`src/fault_defs.svh`:
```
// Offsets, field positions, reset values, fault codes and timing counts of the fault block.
`ifndef FAULT_DEFS_SVH
`define FAULT_DEFS_SVH

// Clock rate and the times that become cycle counts.
`define FLT_CLK_MHZ 100
`define FLT_HOLD_TIME_MS 3000
`define FLT_HOLD_CYCLES (`FLT_HOLD_TIME_MS * `FLT_CLK_MHZ * 1000)
`define FLT_DELAY_UNIT_MS 1000
`define FLT_DELAY_UNIT_CYCLES (`FLT_DELAY_UNIT_MS * `FLT_CLK_MHZ * 1000)
`define FLT_FLASH_MS 500
`define FLT_FLASH_CYCLES (`FLT_FLASH_MS * `FLT_CLK_MHZ * 1000)

// Register byte addresses.
`define FLT_ADDR_CLEAR 8'h00
`define FLT_ADDR_RETRY_COUNT 8'h04
`define FLT_ADDR_RETRY_DELAY 8'h08
`define FLT_ADDR_SEL0 8'h0C
`define FLT_ADDR_SEL1 8'h10
`define FLT_ADDR_SEL2 8'h14
`define FLT_ADDR_SEL3 8'h18
`define FLT_ADDR_ANALOG_CFG 8'h1C
`define FLT_ADDR_STATUS 8'h20
`define FLT_ADDR_REMAIN 8'h24

// Reset values of the writable registers.
`define FLT_RST_RETRY_COUNT 8'h00
`define FLT_RST_RETRY_DELAY 8'h00
`define FLT_RST_SEL 4'h0
`define FLT_RST_ANALOG_CFG 8'h00

// Command values and input function selection.
`define FLT_CLEAR_VAL_A 8'h01
`define FLT_CLEAR_VAL_B 8'h02
`define FLT_SEL_CLEAR_FAULT 4'h7

// Fault numbers as binary values.
`define FLT_CODE_NONE 8'h00
`define FLT_CODE_AUX 8'h02
`define FLT_CODE_POWER_LOSS 8'h03
`define FLT_CODE_UNDER_V 8'h04
`define FLT_CODE_OVER_V 8'h05
`define FLT_CODE_STALL 8'h06
`define FLT_CODE_OVERLOAD 8'h07
`define FLT_CODE_HEATSINK 8'h08
`define FLT_CODE_HW_OC 8'h0C
`define FLT_CODE_GROUND 8'h0D
`define FLT_CODE_ANALOG 8'h1D
`define FLT_CODE_RETRY 8'h21

// Bit positions in the synchronised input vector.
`define FLT_MON_AUX 0
`define FLT_MON_BUS_LOW 1
`define FLT_MON_SINGLE_PH 2
`define FLT_MON_UNDER_V 3
`define FLT_MON_OVER_V 4
`define FLT_MON_STALL 5
`define FLT_MON_OVERLOAD 6
`define FLT_MON_HEATSINK 7
`define FLT_MON_HW_OC 8
`define FLT_MON_GROUND 9
`define FLT_MON_ANALOG 10
`define FLT_MON_KEY_UP 11
`define FLT_MON_DIN 12
`define FLT_SYNC_WIDTH 16

// Status register field positions.
`define FLT_STAT_CODE_LSB 0
`define FLT_STAT_TYPE_LSB 8
`define FLT_STAT_STATE_LSB 12

`endif

```
`src/fault_pkg.sv`:
```
// Types shared by the fault latch and auto restart design.
package fault_pkg;

  typedef enum logic [3:0] {
    ST_CLEAR = 4'b0001,
    ST_FAULTED = 4'b0010,
    ST_WAIT = 4'b0100,
    ST_RESTART = 4'b1000
  } restart_state_type;

  typedef enum logic [1:0] {
    FT_NONE = 2'h0,
    FT_RESETTABLE = 2'h1,
    FT_PERMANENT = 2'h2
  } fault_class_type;

  typedef struct packed {
    logic [31:0] cnt;
    logic done;
  } hold_state_type;

  typedef struct packed {
    logic [15:0] meta;
    logic [15:0] sync;
  } sync_state_type;

  typedef struct packed {
    restart_state_type st;
    logic [7:0] code;
    fault_class_type ftype;
    logic [7:0] clear_param;
    logic [7:0] retry_count;
    logic [7:0] retry_delay;
    logic [7:0] analog_cfg;
    logic [15:0] in_sel;
    logic [7:0] remaining;
    logic [31:0] unit_cnt;
    logic [7:0] delay_units;
    logic [31:0] flash_cnt;
    logic flash;
    logic [3:0] din_prev;
    logic run_cmd;
    logic [31:0] rdata;
  } fault_state_type;

endpackage

```
`src/fault_latch_auto_restart.sv`:
```
// Fault latch with manual clear paths and automatic reset and restart.
//
// Functional notes
// RULE_01 - A latched fault is not cleared while its cause is still present.
// RULE_02 - Up key held three seconds clears a fault whose cause is gone.
// RULE_03 - Writing 1 or 2 to the clear register clears a fault.
// RULE_04 - A cycled digital input set to function 7 clears a fault.
// RULE_05 - Nonzero retry count and delay: reset type 1 fault, then restart.
// RULE_06 - Nonzero count, zero delay: clear F4, F5, F8 without restarting.
// RULE_07 - Automatic restart resets the fault then starts, without any command.
// RULE_08 - Type 2 faults are never reset automatically.
// RULE_09 - Exhausted retries latch F33, type 2, cleared only manually.
// RULE_10 - Open auxiliary interlock latches F2, type 1.
// RULE_11 - Bus below 85 percent or single phase latches F3, type 2.
// RULE_12 - Bus under minimum latches F4, type 1.
// RULE_13 - Bus over maximum latches F5, type 1.
// RULE_14 - Motor that cannot accelerate latches F6, type 1.
// RULE_15 - Motor overload trip latches F7, type 1.
// RULE_16 - Heatsink over its limit latches F8, type 1.
// RULE_17 - Hardware overcurrent latches F12, type 2.
// RULE_18 - Ground fault at an output latches F13, type 2.
// RULE_19 - Analog input loss latches F29, type 1, only when so configured.
// RULE_20 - A latched fault shows its number with a flashing indicator.
// RULE_21 - Each attempt waits the delay, then decrements; manual clear reloads.
// RULE_22 - Code and type stay held until a clear succeeds or power goes.
//
// Chosen here: the plain strobed port and the placing of the registers.
`timescale 1ns/1ps
`default_nettype none
`include "fault_defs.svh"

module fault_latch_auto_restart
  import fault_pkg::*;
#(
  parameter int unsigned HOLD_CYCLES = `FLT_HOLD_CYCLES,
  parameter int unsigned DELAY_UNIT_CYCLES = `FLT_DELAY_UNIT_CYCLES,
  parameter int unsigned FLASH_CYCLES = `FLT_FLASH_CYCLES
) (
  // Clock, reset and enable.
  input wire logic sys_clk_i,
  input wire logic rst_n_i,
  input wire logic ce_i,
  // Register port.
  input wire logic [7:0] addr_i,
  input wire logic [31:0] wdata_i,
  input wire logic wr_i,
  input wire logic rd_i,
  output logic [31:0] rdata_o,
  // Monitored conditions, asynchronous pins.
  input wire logic aux_open_i,
  input wire logic bus_low_i,
  input wire logic single_phase_i,
  input wire logic bus_under_i,
  input wire logic bus_over_i,
  input wire logic motor_stall_i,
  input wire logic motor_overload_i,
  input wire logic heatsink_hot_i,
  input wire logic hw_overcurrent_i,
  input wire logic ground_fault_i,
  input wire logic analog_loss_i,
  // Operator keypad and digital inputs, asynchronous pins.
  input wire logic key_up_i,
  input wire logic [3:0] digital_in_i,
  // Fault display and drive command.
  output logic [7:0] fault_code_o,
  output logic [1:0] fault_type_o,
  output logic fault_flash_o,
  output logic run_cmd_o
);

  fault_state_type q;
  fault_state_type next_q;
  logic [`FLT_SYNC_WIDTH-1:0] pins;
  logic [`FLT_SYNC_WIDTH-1:0] mon;
  logic key_done;
  logic param_clear;
  logic [3:0] din_hit;
  logic manual_clear;
  logic cause_present;
  logic [9:0] detected;
  logic delay_done;
  logic auto_clear_ok;

  ////////////////////////////////////////////////////////////////////////////////
  // Input conditioning.

  assign pins = {digital_in_i, key_up_i, analog_loss_i, ground_fault_i, hw_overcurrent_i,
                 heatsink_hot_i, motor_overload_i, motor_stall_i, bus_over_i, bus_under_i,
                 single_phase_i, bus_low_i, aux_open_i};

  input_sync u_sync (
    .sys_clk_i(sys_clk_i),
    .rst_n_i(rst_n_i),
    .ce_i(ce_i),
    .pin_i(pins),
    .sync_o(mon)
  );

  // RULE_02 three second hold
  hold_timer #(
    .HOLD_CYCLES(HOLD_CYCLES)
  ) u_hold (
    .sys_clk_i(sys_clk_i),
    .rst_n_i(rst_n_i),
    .ce_i(ce_i),
    .held_i(mon[`FLT_MON_KEY_UP]),
    .done_o(key_done)
  );

  // RULE_04 input cycle clear
  genvar g;
  generate
    for (g = 0; g < 4; g++) begin : g_din
      assign din_hit[g] = (q.in_sel[g*4 +: 4] == `FLT_SEL_CLEAR_FAULT) &&
                          mon[`FLT_MON_DIN + g] && !q.din_prev[g];
    end
  endgenerate

  ////////////////////////////////////////////////////////////////////////////////
  // Fault detection.

  // Returns whether the cause behind a given fault number is still present.
  function automatic logic cause_of(input logic [7:0] code,
                                    input logic [`FLT_SYNC_WIDTH-1:0] m,
                                    input logic analog_en);
    case (code)
      `FLT_CODE_AUX: cause_of = m[`FLT_MON_AUX];
      `FLT_CODE_POWER_LOSS: cause_of = m[`FLT_MON_BUS_LOW] | m[`FLT_MON_SINGLE_PH];
      `FLT_CODE_UNDER_V: cause_of = m[`FLT_MON_UNDER_V];
      `FLT_CODE_OVER_V: cause_of = m[`FLT_MON_OVER_V];
      `FLT_CODE_STALL: cause_of = m[`FLT_MON_STALL];
      `FLT_CODE_OVERLOAD: cause_of = m[`FLT_MON_OVERLOAD];
      `FLT_CODE_HEATSINK: cause_of = m[`FLT_MON_HEATSINK];
      `FLT_CODE_HW_OC: cause_of = m[`FLT_MON_HW_OC];
      `FLT_CODE_GROUND: cause_of = m[`FLT_MON_GROUND];
      `FLT_CODE_ANALOG: cause_of = m[`FLT_MON_ANALOG] & analog_en;
      default: cause_of = 1'b0;
    endcase
  endfunction

  // Picks the fault to latch as {type, code}; type 2 faults win over type 1.
  function automatic logic [9:0] pick_fault(input logic [`FLT_SYNC_WIDTH-1:0] m,
                                            input logic analog_en);
    // RULE_18 ground fault
    if (m[`FLT_MON_GROUND]) pick_fault = {FT_PERMANENT, `FLT_CODE_GROUND};
    // RULE_17 hardware overcurrent
    else if (m[`FLT_MON_HW_OC]) pick_fault = {FT_PERMANENT, `FLT_CODE_HW_OC};
    // RULE_11 power loss
    else if (m[`FLT_MON_BUS_LOW] | m[`FLT_MON_SINGLE_PH])
      pick_fault = {FT_PERMANENT, `FLT_CODE_POWER_LOSS};
    // RULE_10 auxiliary interlock
    else if (m[`FLT_MON_AUX]) pick_fault = {FT_RESETTABLE, `FLT_CODE_AUX};
    // RULE_12 bus undervoltage
    else if (m[`FLT_MON_UNDER_V]) pick_fault = {FT_RESETTABLE, `FLT_CODE_UNDER_V};
    // RULE_13 bus overvoltage
    else if (m[`FLT_MON_OVER_V]) pick_fault = {FT_RESETTABLE, `FLT_CODE_OVER_V};
    // RULE_14 motor stall
    else if (m[`FLT_MON_STALL]) pick_fault = {FT_RESETTABLE, `FLT_CODE_STALL};
    // RULE_15 motor overload
    else if (m[`FLT_MON_OVERLOAD]) pick_fault = {FT_RESETTABLE, `FLT_CODE_OVERLOAD};
    // RULE_16 heatsink overtemperature
    else if (m[`FLT_MON_HEATSINK]) pick_fault = {FT_RESETTABLE, `FLT_CODE_HEATSINK};
    // RULE_19 configured analog loss
    else if (m[`FLT_MON_ANALOG] & analog_en) pick_fault = {FT_RESETTABLE, `FLT_CODE_ANALOG};
    else pick_fault = {FT_NONE, `FLT_CODE_NONE};
  endfunction

  assign cause_present = cause_of(q.code, mon, q.analog_cfg != 8'h00);
  assign detected = pick_fault(mon, q.analog_cfg != 8'h00);
  // RULE_03 clear by write
  assign param_clear = wr_i && (addr_i == `FLT_ADDR_CLEAR) &&
                       ((wdata_i == {24'h00_0000, `FLT_CLEAR_VAL_A}) ||
                        (wdata_i == {24'h00_0000, `FLT_CLEAR_VAL_B}));
  assign manual_clear = key_done | param_clear | (|din_hit);
  assign delay_done = (q.unit_cnt == DELAY_UNIT_CYCLES - 32'h0000_0001) &&
                      (q.delay_units == q.retry_delay - 8'h01);
  // RULE_06 bus voltage and heatsink only
  assign auto_clear_ok = (q.code == `FLT_CODE_UNDER_V) || (q.code == `FLT_CODE_OVER_V) ||
                         (q.code == `FLT_CODE_HEATSINK);

  ////////////////////////////////////////////////////////////////////////////////
  // Next state.

  always_comb begin
    next_q = q;
    next_q.run_cmd = 1'b0;
    next_q.rdata = 32'h0000_0000;
    next_q.din_prev = mon[`FLT_MON_DIN +: 4];

    if (wr_i) begin
      case (addr_i)
        `FLT_ADDR_CLEAR: next_q.clear_param = wdata_i[7:0];
        `FLT_ADDR_RETRY_COUNT: begin
          next_q.retry_count = wdata_i[7:0];
          next_q.remaining = wdata_i[7:0];
        end
        `FLT_ADDR_RETRY_DELAY: next_q.retry_delay = wdata_i[7:0];
        `FLT_ADDR_SEL0: next_q.in_sel[3:0] = wdata_i[3:0];
        `FLT_ADDR_SEL1: next_q.in_sel[7:4] = wdata_i[3:0];
        `FLT_ADDR_SEL2: next_q.in_sel[11:8] = wdata_i[3:0];
        `FLT_ADDR_SEL3: next_q.in_sel[15:12] = wdata_i[3:0];
        `FLT_ADDR_ANALOG_CFG: next_q.analog_cfg = wdata_i[7:0];
        default: ;
      endcase
    end

    if (rd_i) begin
      case (addr_i)
        `FLT_ADDR_CLEAR: next_q.rdata = {24'h00_0000, q.clear_param};
        `FLT_ADDR_RETRY_COUNT: next_q.rdata = {24'h00_0000, q.retry_count};
        `FLT_ADDR_RETRY_DELAY: next_q.rdata = {24'h00_0000, q.retry_delay};
        `FLT_ADDR_SEL0: next_q.rdata = {28'h000_0000, q.in_sel[3:0]};
        `FLT_ADDR_SEL1: next_q.rdata = {28'h000_0000, q.in_sel[7:4]};
        `FLT_ADDR_SEL2: next_q.rdata = {28'h000_0000, q.in_sel[11:8]};
        `FLT_ADDR_SEL3: next_q.rdata = {28'h000_0000, q.in_sel[15:12]};
        `FLT_ADDR_ANALOG_CFG: next_q.rdata = {24'h00_0000, q.analog_cfg};
        `FLT_ADDR_STATUS: begin
          next_q.rdata[`FLT_STAT_CODE_LSB +: 8] = q.code;
          next_q.rdata[`FLT_STAT_TYPE_LSB +: 2] = q.ftype;
          next_q.rdata[`FLT_STAT_STATE_LSB +: 4] = q.st;
        end
        `FLT_ADDR_REMAIN: next_q.rdata = {24'h00_0000, q.remaining};
        default: next_q.rdata = 32'h0000_0000;
      endcase
    end

    // RULE_20 flashing fault display
    if (q.code == `FLT_CODE_NONE) begin
      next_q.flash_cnt = 32'h0000_0000;
      next_q.flash = 1'b0;
    end else if (q.flash_cnt == FLASH_CYCLES - 32'h0000_0001) begin
      next_q.flash_cnt = 32'h0000_0000;
      next_q.flash = !q.flash;
    end else begin
      next_q.flash_cnt = q.flash_cnt + 32'h0000_0001;
    end

    case (q.st)
      ST_CLEAR: begin
        if (detected[7:0] != `FLT_CODE_NONE) begin
          next_q.code = detected[7:0];
          next_q.ftype = fault_class_type'(detected[9:8]);
          next_q.st = ST_FAULTED;
        end
      end
      ST_FAULTED, ST_WAIT: begin
        next_q.unit_cnt = 32'h0000_0000;
        next_q.delay_units = 8'h00;
        // RULE_01 cause must be gone
        if (manual_clear && !cause_present) begin
          next_q.code = `FLT_CODE_NONE;
          next_q.ftype = FT_NONE;
          next_q.st = ST_CLEAR;
          // RULE_21 reload on manual clear
          next_q.remaining = q.retry_count;
        // RULE_08 type 2 waits for an operator
        end else if (q.ftype == FT_RESETTABLE && q.retry_count != 8'h00) begin
          if (q.retry_delay == 8'h00) begin
            // RULE_06 clear without restart
            if (auto_clear_ok && !cause_present) begin
              next_q.code = `FLT_CODE_NONE;
              next_q.ftype = FT_NONE;
              next_q.st = ST_CLEAR;
            end
          end else if (q.remaining == 8'h00) begin
            // RULE_09 retries used up
            next_q.code = `FLT_CODE_RETRY;
            next_q.ftype = FT_PERMANENT;
            next_q.st = ST_FAULTED;
          end else if (q.st == ST_FAULTED) begin
            next_q.st = ST_WAIT;
          end else if (delay_done) begin
            // RULE_21 one attempt per delay
            next_q.remaining = q.remaining - 8'h01;
            if (!cause_present) begin
              // RULE_05 reset then restart
              next_q.code = `FLT_CODE_NONE;
              next_q.ftype = FT_NONE;
              next_q.st = ST_RESTART;
            end
          end else if (q.unit_cnt == DELAY_UNIT_CYCLES - 32'h0000_0001) begin
            next_q.delay_units = q.delay_units + 8'h01;
          end else begin
            next_q.unit_cnt = q.unit_cnt + 32'h0000_0001;
            next_q.delay_units = q.delay_units;
          end
        end else begin
          // RULE_22 held until cleared
          next_q.st = ST_FAULTED;
        end
      end
      ST_RESTART: begin
        // RULE_07 own start command
        next_q.run_cmd = 1'b1;
        next_q.st = ST_CLEAR;
      end
      default: next_q.st = ST_CLEAR;
    endcase
  end

  // The clock enable freezes every field, the read data included.
  always_ff @(posedge sys_clk_i) begin
    if (!rst_n_i) begin
      q <= '0;
      q.st <= ST_CLEAR;
      q.ftype <= FT_NONE;
      q.retry_count <= `FLT_RST_RETRY_COUNT;
      q.retry_delay <= `FLT_RST_RETRY_DELAY;
      q.analog_cfg <= `FLT_RST_ANALOG_CFG;
      q.remaining <= `FLT_RST_RETRY_COUNT;
    end else if (ce_i) begin
      q <= next_q;
    end
  end

  assign rdata_o = q.rdata;
  assign fault_code_o = q.code;
  assign fault_type_o = q.ftype;
  assign fault_flash_o = q.flash;
  assign run_cmd_o = q.run_cmd;
endmodule
`default_nettype wire

```
`src/input_sync.sv`:
```
// Two-stage synchroniser for the monitor, keypad and digital input pins.
`timescale 1ns/1ps
`default_nettype none
`include "fault_defs.svh"

module input_sync
  import fault_pkg::*;
(
  // Clock, reset and enable.
  input wire logic sys_clk_i,
  input wire logic rst_n_i,
  input wire logic ce_i,
  // Pins and their synchronised copy.
  input wire logic [`FLT_SYNC_WIDTH-1:0] pin_i,
  output logic [`FLT_SYNC_WIDTH-1:0] sync_o
);

  sync_state_type q;
  sync_state_type next_q;

  // The first stage feeds only the second stage.
  always_comb begin
    next_q.meta = pin_i;
    next_q.sync = q.meta;
  end

  always_ff @(posedge sys_clk_i) begin
    if (!rst_n_i) begin
      q <= '0;
    end else if (ce_i) begin
      q <= next_q;
    end
  end

  assign sync_o = q.sync;

endmodule
`default_nettype wire

```
`src/hold_timer.sv`:
```
// Press-and-hold detector: one pulse once a key has been held for the full hold time.
`timescale 1ns/1ps
`default_nettype none

module hold_timer
  import fault_pkg::*;
#(
  parameter int unsigned HOLD_CYCLES = 32'h11E1_A300
) (
  // Clock, reset and enable.
  input wire logic sys_clk_i,
  input wire logic rst_n_i,
  input wire logic ce_i,
  // Held level in, done pulse out.
  input wire logic held_i,
  output logic done_o
);

  hold_state_type q;
  hold_state_type next_q;

  // A release restarts the count, so short presses never reach the end.
  always_comb begin
    next_q = q;
    next_q.done = 1'b0;
    if (!held_i) begin
      next_q.cnt = 32'h0000_0000;
    end else if (q.cnt < HOLD_CYCLES) begin
      next_q.cnt = q.cnt + 32'h0000_0001;
      next_q.done = (q.cnt == HOLD_CYCLES - 32'h0000_0001);
    end
  end

  always_ff @(posedge sys_clk_i) begin
    if (!rst_n_i) begin
      q <= '0;
    end else if (ce_i) begin
      q <= next_q;
    end
  end

  assign done_o = q.done;

endmodule
`default_nettype wire

```
`config.mk`:
```
export PLATFORM = sky130hd
export DESIGN_NAME = fault_latch_auto_restart
export DESIGN_NICKNAME = d
export VERILOG_FILES = /design/src/fault_pkg.sv /design/src/fault_latch_auto_restart.sv /design/src/input_sync.sv /design/src/hold_timer.sv
export VERILOG_INCLUDE_DIRS = /design/src /design/src/src
export SDC_FILE = /design/constraint.sdc
export NUM_CORES = 1
export LEC_CHECK = 0
export ABC_AREA = 0
export BUFFER_PORTS_ARGS = -buffer_cell sky130_fd_sc_hd__clkbuf_2
export CAP_MARGIN = 20
export CORE_MARGIN = 8
export CORE_UTILIZATION = 54
export CTS_CLUSTER_DIAMETER = 60
export DETAILED_ROUTE_END_ITERATION = 10
export PLACE_DENSITY_LB_ADDON = 0.1
export SETUP_SLACK_MARGIN = 0.02
export SYNTH_ARGS = -nofsm -noshare
export SYNTH_HDL_FRONTEND = slang
export SYNTH_SLANG_ARGS = --single-unit
export TNS_END_PERCENT = 30
```
`constraint.sdc`:
```
create_clock -name sys_clk_i -period 2.89 [get_ports sys_clk_i]
set_input_delay 0.1445 -clock sys_clk_i [delete_from_list [all_inputs] [get_ports sys_clk_i]]
set_output_delay 0.1445 -clock sys_clk_i [all_outputs]
set_load 0.005 [all_outputs]
```
* Yosys cells after proc, flatten, opt, wreduce, memory -nomap -nowiden
Index checks and enable logic that the tools add are counted.
W data, S select, Z words.
** Operators by class
- $add $sub $neg :: 6
- Bitwise operators :: 4
- Multiplexer cells :: 47
- Equality and inequality tests :: 45
- Reductions and logical operators :: 48
- Magnitude comparators :: 1
** Operators with widths (number)
- $mux W48 :: 5
- $pmux W10 S10 :: 1
- $mux W14 :: 7
- $add A32 B1 Y32 const B :: 3
- $mux W32 :: 3
- $mux W40 :: 2
- $mux W33 :: 2
- $mux W9 :: 7
- $mux W10 :: 5
- $eq A8 B3 Y1 const B :: 5
- $eq A8 B4 Y1 const B :: 5
- $eq A8 B5 Y1 const B :: 5
- $mux W8 :: 5
- $eq A32 B1 Y1 const B :: 1
- $eq A32 B2 Y1 const B :: 1
- $eq A32 B26 Y1 const B :: 1
- $eq A32 B27 Y1 const B :: 1
- $eq A32 B29 Y1 const B :: 1
- $logic_not A8 Y1 :: 4
- $lt A32 B29 Y1 const B :: 1
- $reduce_and A3 Y1 :: 9
- $reduce_bool A8 Y1 :: 3
- $eq A4 B3 Y1 const B :: 5
- $ne A5 B5 Y1 const B :: 4
- 32 further kinds :: 65
** Word-level totals
- Register bits :: 245
- Input bits :: 61
- Logic and storage cells :: 174
- Output and inout bits :: 44

* Longest topological paths before layout
- Word-level depth :: 15
- Depth in mapped cells :: 13
- Gate-level depth less buffers :: 10

* Cells and area by module
From an unflattened synthesis, not the netlist that was laid out.
** Unflattened totals
- Cells, all modules :: 1455
- Area total of the unflattened synthesis :: 12027.8 um^2
** Modules (own cells, without submodules)
- fault_latch_auto_restart :: times used 1, area each 8809.7 um^2, cells each 1114, seq. area each 3203.1 um^2
- hold_timer :: times used 1, area each 1974.4 um^2, cells each 238, seq. area each 660.6 um^2
- input_sync :: times used 1, area each 1243.7 um^2, cells each 103, seq. area each 640.6 um^2

* Least setup slack after synthesis
OpenSTA, ideal clock, no wires.
- Path type :: register to register
- From :: register q[143] (netlist bit)
- To :: register q[113] (netlist bit)
- Stages on the path, launching flop included :: 14
- Buffers on the path :: 3
- Setup slack :: 0.038 ns
- Period minus slack after synthesis :: 2.852 ns
- Arrival time :: 2.725 ns
- Library setup time :: 0.127 ns
- Required time :: 2.763 ns
- Path through :: dfxtp_1 clkbuf_1 inv_1 ha_1 clkbuf_1 nand2b_1 o211a_1 o31ai_1 and4_1 nand4_2 or4_1 buf_2 o32ai_1 nor4_1
** On the way
- Cells in the longest elaborated chain, start to end :: 10
- Elaborated cells on any way between the ends :: 11
- Classes of those cells :: add/sub (1); eq/ne (1); mux (7); reduce/logical (2)
** RTL lines
- start, declared :: line fault_latch_auto_restart.sv:71 : fault_state_type q;
- start signal, assigned :: line fault_latch_auto_restart.sv:312 : q <= next_q;
- $sub A8 B1 Y8 :: line fault_latch_auto_restart.sv:176 : (q.delay_units == q.retry_delay - 8'h01);
- $eq A8 B8 Y1 :: line fault_latch_auto_restart.sv:176
- $logic_and A1 B1 Y1 :: line fault_latch_auto_restart.sv:175 : assign delay_done = (q.unit_cnt == DELAY_UNIT_CYCLES - 32'h0000_0001) &&
- $mux W8 :: line fault_latch_auto_restart.sv:272 : end else if (delay_done) begin
- $mux W48 :: line fault_latch_auto_restart.sv:270 : end else if (q.st == ST_FAULTED) begin
- $mux W48 :: line fault_latch_auto_restart.sv:265 : end else if (q.remaining == 8'h00) begin
- $mux W48 (*) :: line fault_latch_auto_restart.sv:258 : if (q.retry_delay == 8'h00) begin
- $mux W48 (*) :: line fault_latch_auto_restart.sv:257 : end else if (q.ftype == FT_RESETTABLE && q.retry_count != 8'h00) begin
- $mux W8 (*) :: line fault_latch_auto_restart.sv:250 : if (manual_clear && !cause_present) begin
- $mux W48 (*) :: line fault_latch_auto_restart.sv:238 : case (q.st)
Mark *: on every way between the ends. The rest lies on a longest branch, timed or not.
A chain may end at the register's enable or synchronous reset.

* Worst setup path after layout
- From :: register q, in the netlist fault_code_o[0]
- To :: register q, in the netlist fault_code_o[0]
** On the way
- Cells in the longest elaborated chain, start to end :: 6
- Elaborated cells on any way between the ends :: 24
- Classes of those cells :: eq/ne (15); mux (3); reduce/logical (6)
** RTL lines
- $eq A8 B5 Y1, or another cell as far along :: line fault_latch_auto_restart.sv:126 : case (code)
- $pmux W1 S10 / $logic_or A1 B1 Y1 (equally long branches) :: line fault_latch_auto_restart.sv:126, fault_latch_auto_restart.sv:178
- $logic_not A1 Y1 / $logic_or A1 B1 Y1 (equally long branches)
- $logic_and A1 B1 Y1 (on tied branches) :: line fault_latch_auto_restart.sv:250, fault_latch_auto_restart.sv:260
- $ne A5 B5 Y1 (no source line), or another cell as far along
- $reduce_and A8 Y1 (no source line) / $pmux W10 S2 (equally long branches)
Parallel ways exist; a longest one is shown, timed or not.

==> results <==
- The netlist area before placement is between 10000 and 15000 um^2.
- The first global-routing pass estimated approximately 49000 um of wire.
- In this run the number of H-tree levels came out at 1.
- The detailed-placement wirelength estimate is between 20000 and 25000 um.
- In the finished design, the share of the clock period the worst path needs comes to a little over nine tenths.
- The placed instances occupy a cell area of 12200 um^2.
- VDD sags by at most about 460 uV.
- The detail route stage leaves a number of antenna-violating nets equal to 0.
- After synthesis, flip-flops and latches occupy between 30 and 40% of the total area.
- For this design the ratio of total power to cell area is around 510 nW/um^2.
- The number of global-route vias before repair is about 10000.
- The largest fanout of any net on the critical path is 8.
- Leaving out fill and tap cells, the most frequent cells in the layout are dfxtp_1 (225), nor2_1 (206), nand2_1 (137).
- The signal on the critical path passes through mux4_2 -> and3_1 -> a311o_1 -> or3b_4 -> nand2b_1 -> buf_4 -> a22oi_2 -> o211ai_4 -> mux2i_1.
- Counting the fill cells in the layout gives around 1900.
- The root buffer cell chosen for the clock tree is clkbuf_16.
- The finished layout cell area is 13300 um^2.
- Setup repair after global routing could not meet its margin everywhere.
- After global routing the overflow that remains totals 0.
- The congestion estimate from routability-driven global placement came to 0.914.
- Data on the critical path is required at its endpoint by 3.29 ns.
- The area of the placeable core is roughly 21000 um^2.
- After clock tree synthesis, the clock-pin slew on the worst setup and hold paths is about 0.060 ns.
- The detailed-route DRC error count is 0.
- The first-iteration detailed-routing DRC count is approximately 880.
- Once the floorplan was initialized, standard cells occupied 54.6% of the core.
- The worst setup path is of the flip-flop to flip-flop kind.
- The fraction of final layout cells with drive strength greater than 1 is ~15%.
- For this run, asynchronously set or reset flops after synthesis account for 0%.
- Setup violations remaining at the end of the flow were counted as 0.
- The number of different library cells used by synthesis comes to 82.
- The die covers about 26000 um^2.
- The floorplan has 53 rows.
- During placement, the flow inserted port buffers numbering between 80 and 90.
- In this run the static leakage power is approximately 5 nW.
- Relative to the synthesized area, the layout overhead comes to 16.9%.
- In this run the tightest slew margin relative to its limit is 46.5%.
- The total I/O pin count is 105.
- The tool flagged a number of max-cap violations equal to 0.
- In the synthesized netlist, the number of instances is ~1400.
- The number of antenna diodes in the final layout is 0.
- The global-route usage over all layers is 22.3%.
- The count of pins over their slew limit is 0.
- The flow ran to the end, and the final reports show no timing, DRC or antenna violations.
- The clock net in this run drives a total of ~230 sinks.
- For this run, the number of Yosys warnings is 0.
- Summing over every cut layer, the via total after detailed routing is between 10000 and 15000.
- TritonCTS built the clock tree.
- Yosys mapped a number of flops with a built-in enable equal to 0.
- The clock latency on the worst-skew pair is between 0.5 and 0.6 ns.
- Data arrives at the worst endpoint at 3.17 ns.
- In this run the deepest clock path goes through 3 buffers.
- The category of the worst setup path capture point is a flip-flop.
- The mean instance size in the synthesized netlist is 8.11 um^2.
- Once layout is complete, the utilization of the core stands at 63.8%.
- The measured slew at the worst slew-check pin is approximately 0.8 ns.
- The delay contributed by the slowest stage of the critical path is roughly 0.50 ns.
- The cell at the slowest stage of the critical path is mux4_2.
- The most common flop cell mapped by yosys is dfxtp_1.
- The worst hold path belongs to the class primary input to flip-flop.
- The post-synthesis sequential element count is approximately 230.
- The count of TritonRoute iterations in the first routing pass is 8.
- The aggregate routed wire length is just over 30000 um.
- For the final database, setup skew stands at about 0.015 ns.
- The number of buffers inserted by post-CTS setup repair is 0.
- The critical path launch point type is a flip-flop.
- The top achievable clock speed is roughly 0.36 GHz.
- The floorplan step set the die height to 161 um.
- Counting I/O delays and the setup requirement, the final critical path takes between 2 and 3 ns.
- The initial antenna violation count is 0.
- The average wire per cell in the routed design is between 15 and 20 um.
- Setup total negative slack on the finished layout was measured at 0 ns.
- The count of endpoints failing hold in the final timing report is 0.
- Buffers inserted during clock tree synthesis total 27.
- The via-per-instance ratio is 5.77.
- The largest net degree at the start of global routing is between 90 and 100.
- The width of the chip is ~160 um.
- The most frequent standard cell in the layout excluding fill and tap cells is dfxtp_1.
- For this run, the post-layout net count is roughly 1600.
## stage by stage
step | total power, mW | std cells | setup slack, ns | hold slack, ns
CTS | 6.91 | 1810 | 0.120 | 0.0333
global route | 7.09 | 1811 | 0.0109 | 0.0605
finish | 6.85 | 1811 | 0.120 | 0.0525
floorplan | 3.56 | 1424 | 0.0375 | 0.292
global placement | 3.72 | 1745 | 0.187 | 0.381
detailed placement | 3.73 | 1745 | 0.141 | 0.388
## what timing repair did
item / in CTS / in global routing
endpoints found under the setup margin: 0 / 35
hold endpoints to repair: 32 / 0
gates resized for setup: 0 / 11
hold buffers: 20 / 0
## layout make-up
class	instances	area, um^2	share of cell area [%]
multi-input cells	1062	6330	47.5
flip-flops and latches	225	4500	33.8
clock inverters	9	81.3	0.611
repair buffers	179	1230	9.22
well taps	275	344	2.58
clock buffers	36	739	5.55
inverters	25	95.1	0.714
## cell usage after synthesis (all sizes together) (11+ instances only)
cell    instances  share of area (%)
nand2         139                4.6
buf            57                3.4
inv            24               0.79
dfxtp         225                 40
xnor2          30                2.3
mux2i          48                4.2
or3            16               0.88
nand4          38                2.1
nand2b         11               0.60
nor4           36                2.0
nor2          207                6.8
clkbuf         55                1.8
a22oi          33                2.2
o21ai          26                1.2
nor3           33                1.4
a21oi          83                3.6
xor2           51                3.9
and3           27                1.5
nand3         104                4.6
## per-layer routing
metal	vias up	track usage (%)	share of wire (%)	wire, um
met5	-	0	0	0
met4	0	6.86	2.6	782
met3	55	3.31	5.6	1700
met2	270	37.1	47	14300
met1	4931	29.4	45	13500
li1	5201	-	-	-
## final timing paths
check,start,slack (ns),cells past startpoint,end
hold reg to reg,q[160],0.46,2,q[160]
hold / removal,ce_i,0.05,3,q[38]
setup / recovery,fault_code_o[0],0.12,9,fault_code_o[0]
setup reg to reg,fault_code_o[0],0.12,9,fault_code_o[0]
## logic make-up (layout without fill, tap and decap cells)
| family | count (synthesis) | after routing | share of synthesized area (%) |
|---|---|---|---|
| other | 1 | 20 | 0.0329 |
| buffers and inverters | 137 | 249 | 6.05 |
| muxes | 49 | 49 | 4.41 |
| xor gates and xnor gates | 81 | 81 | 6.22 |
| and+or+nand+nor | 669 | 669 | 28.7 |
| adders and majority gates | 8 | 8 | 0.878 |
| AOI/OAI and AO/OA | 235 | 235 | 14.2 |
| DFF | 225 | 225 | 39.5 |
## critical path, delay by kind of cell, from the launching register on
| kind | cells | cell delay (ns) |
|---|---|---|
| AO/OA/AOI/OAI | 3 | 0.68 |
| flip-flops | 1 | 0.35 |
| multiplexers | 2 | 0.67 |
| buffers and inverters | 1 | 0.17 |
| AND/OR/NAND/NOR | 3 | 0.76 |
## power by group
part           total, mW  internal (mW)  switching, mW
sequential          3.18           3.14         0.0409
combinational      0.517          0.218          0.299
clock               3.15           1.87           1.27
total               6.85           5.23           1.61
## registers in the layout, summed over array words and instances (netlist names)
signal and flops:
rdata_o 14, u_sync.next_q 16, fault_flash_o 1, fault_code_o 6
u_hold.done_o 1, q 136, u_hold.q 32, fault_type_o 2
u_sync.sync_o 16, run_cmd_o 1
Power figures use the tool's default switching activity.
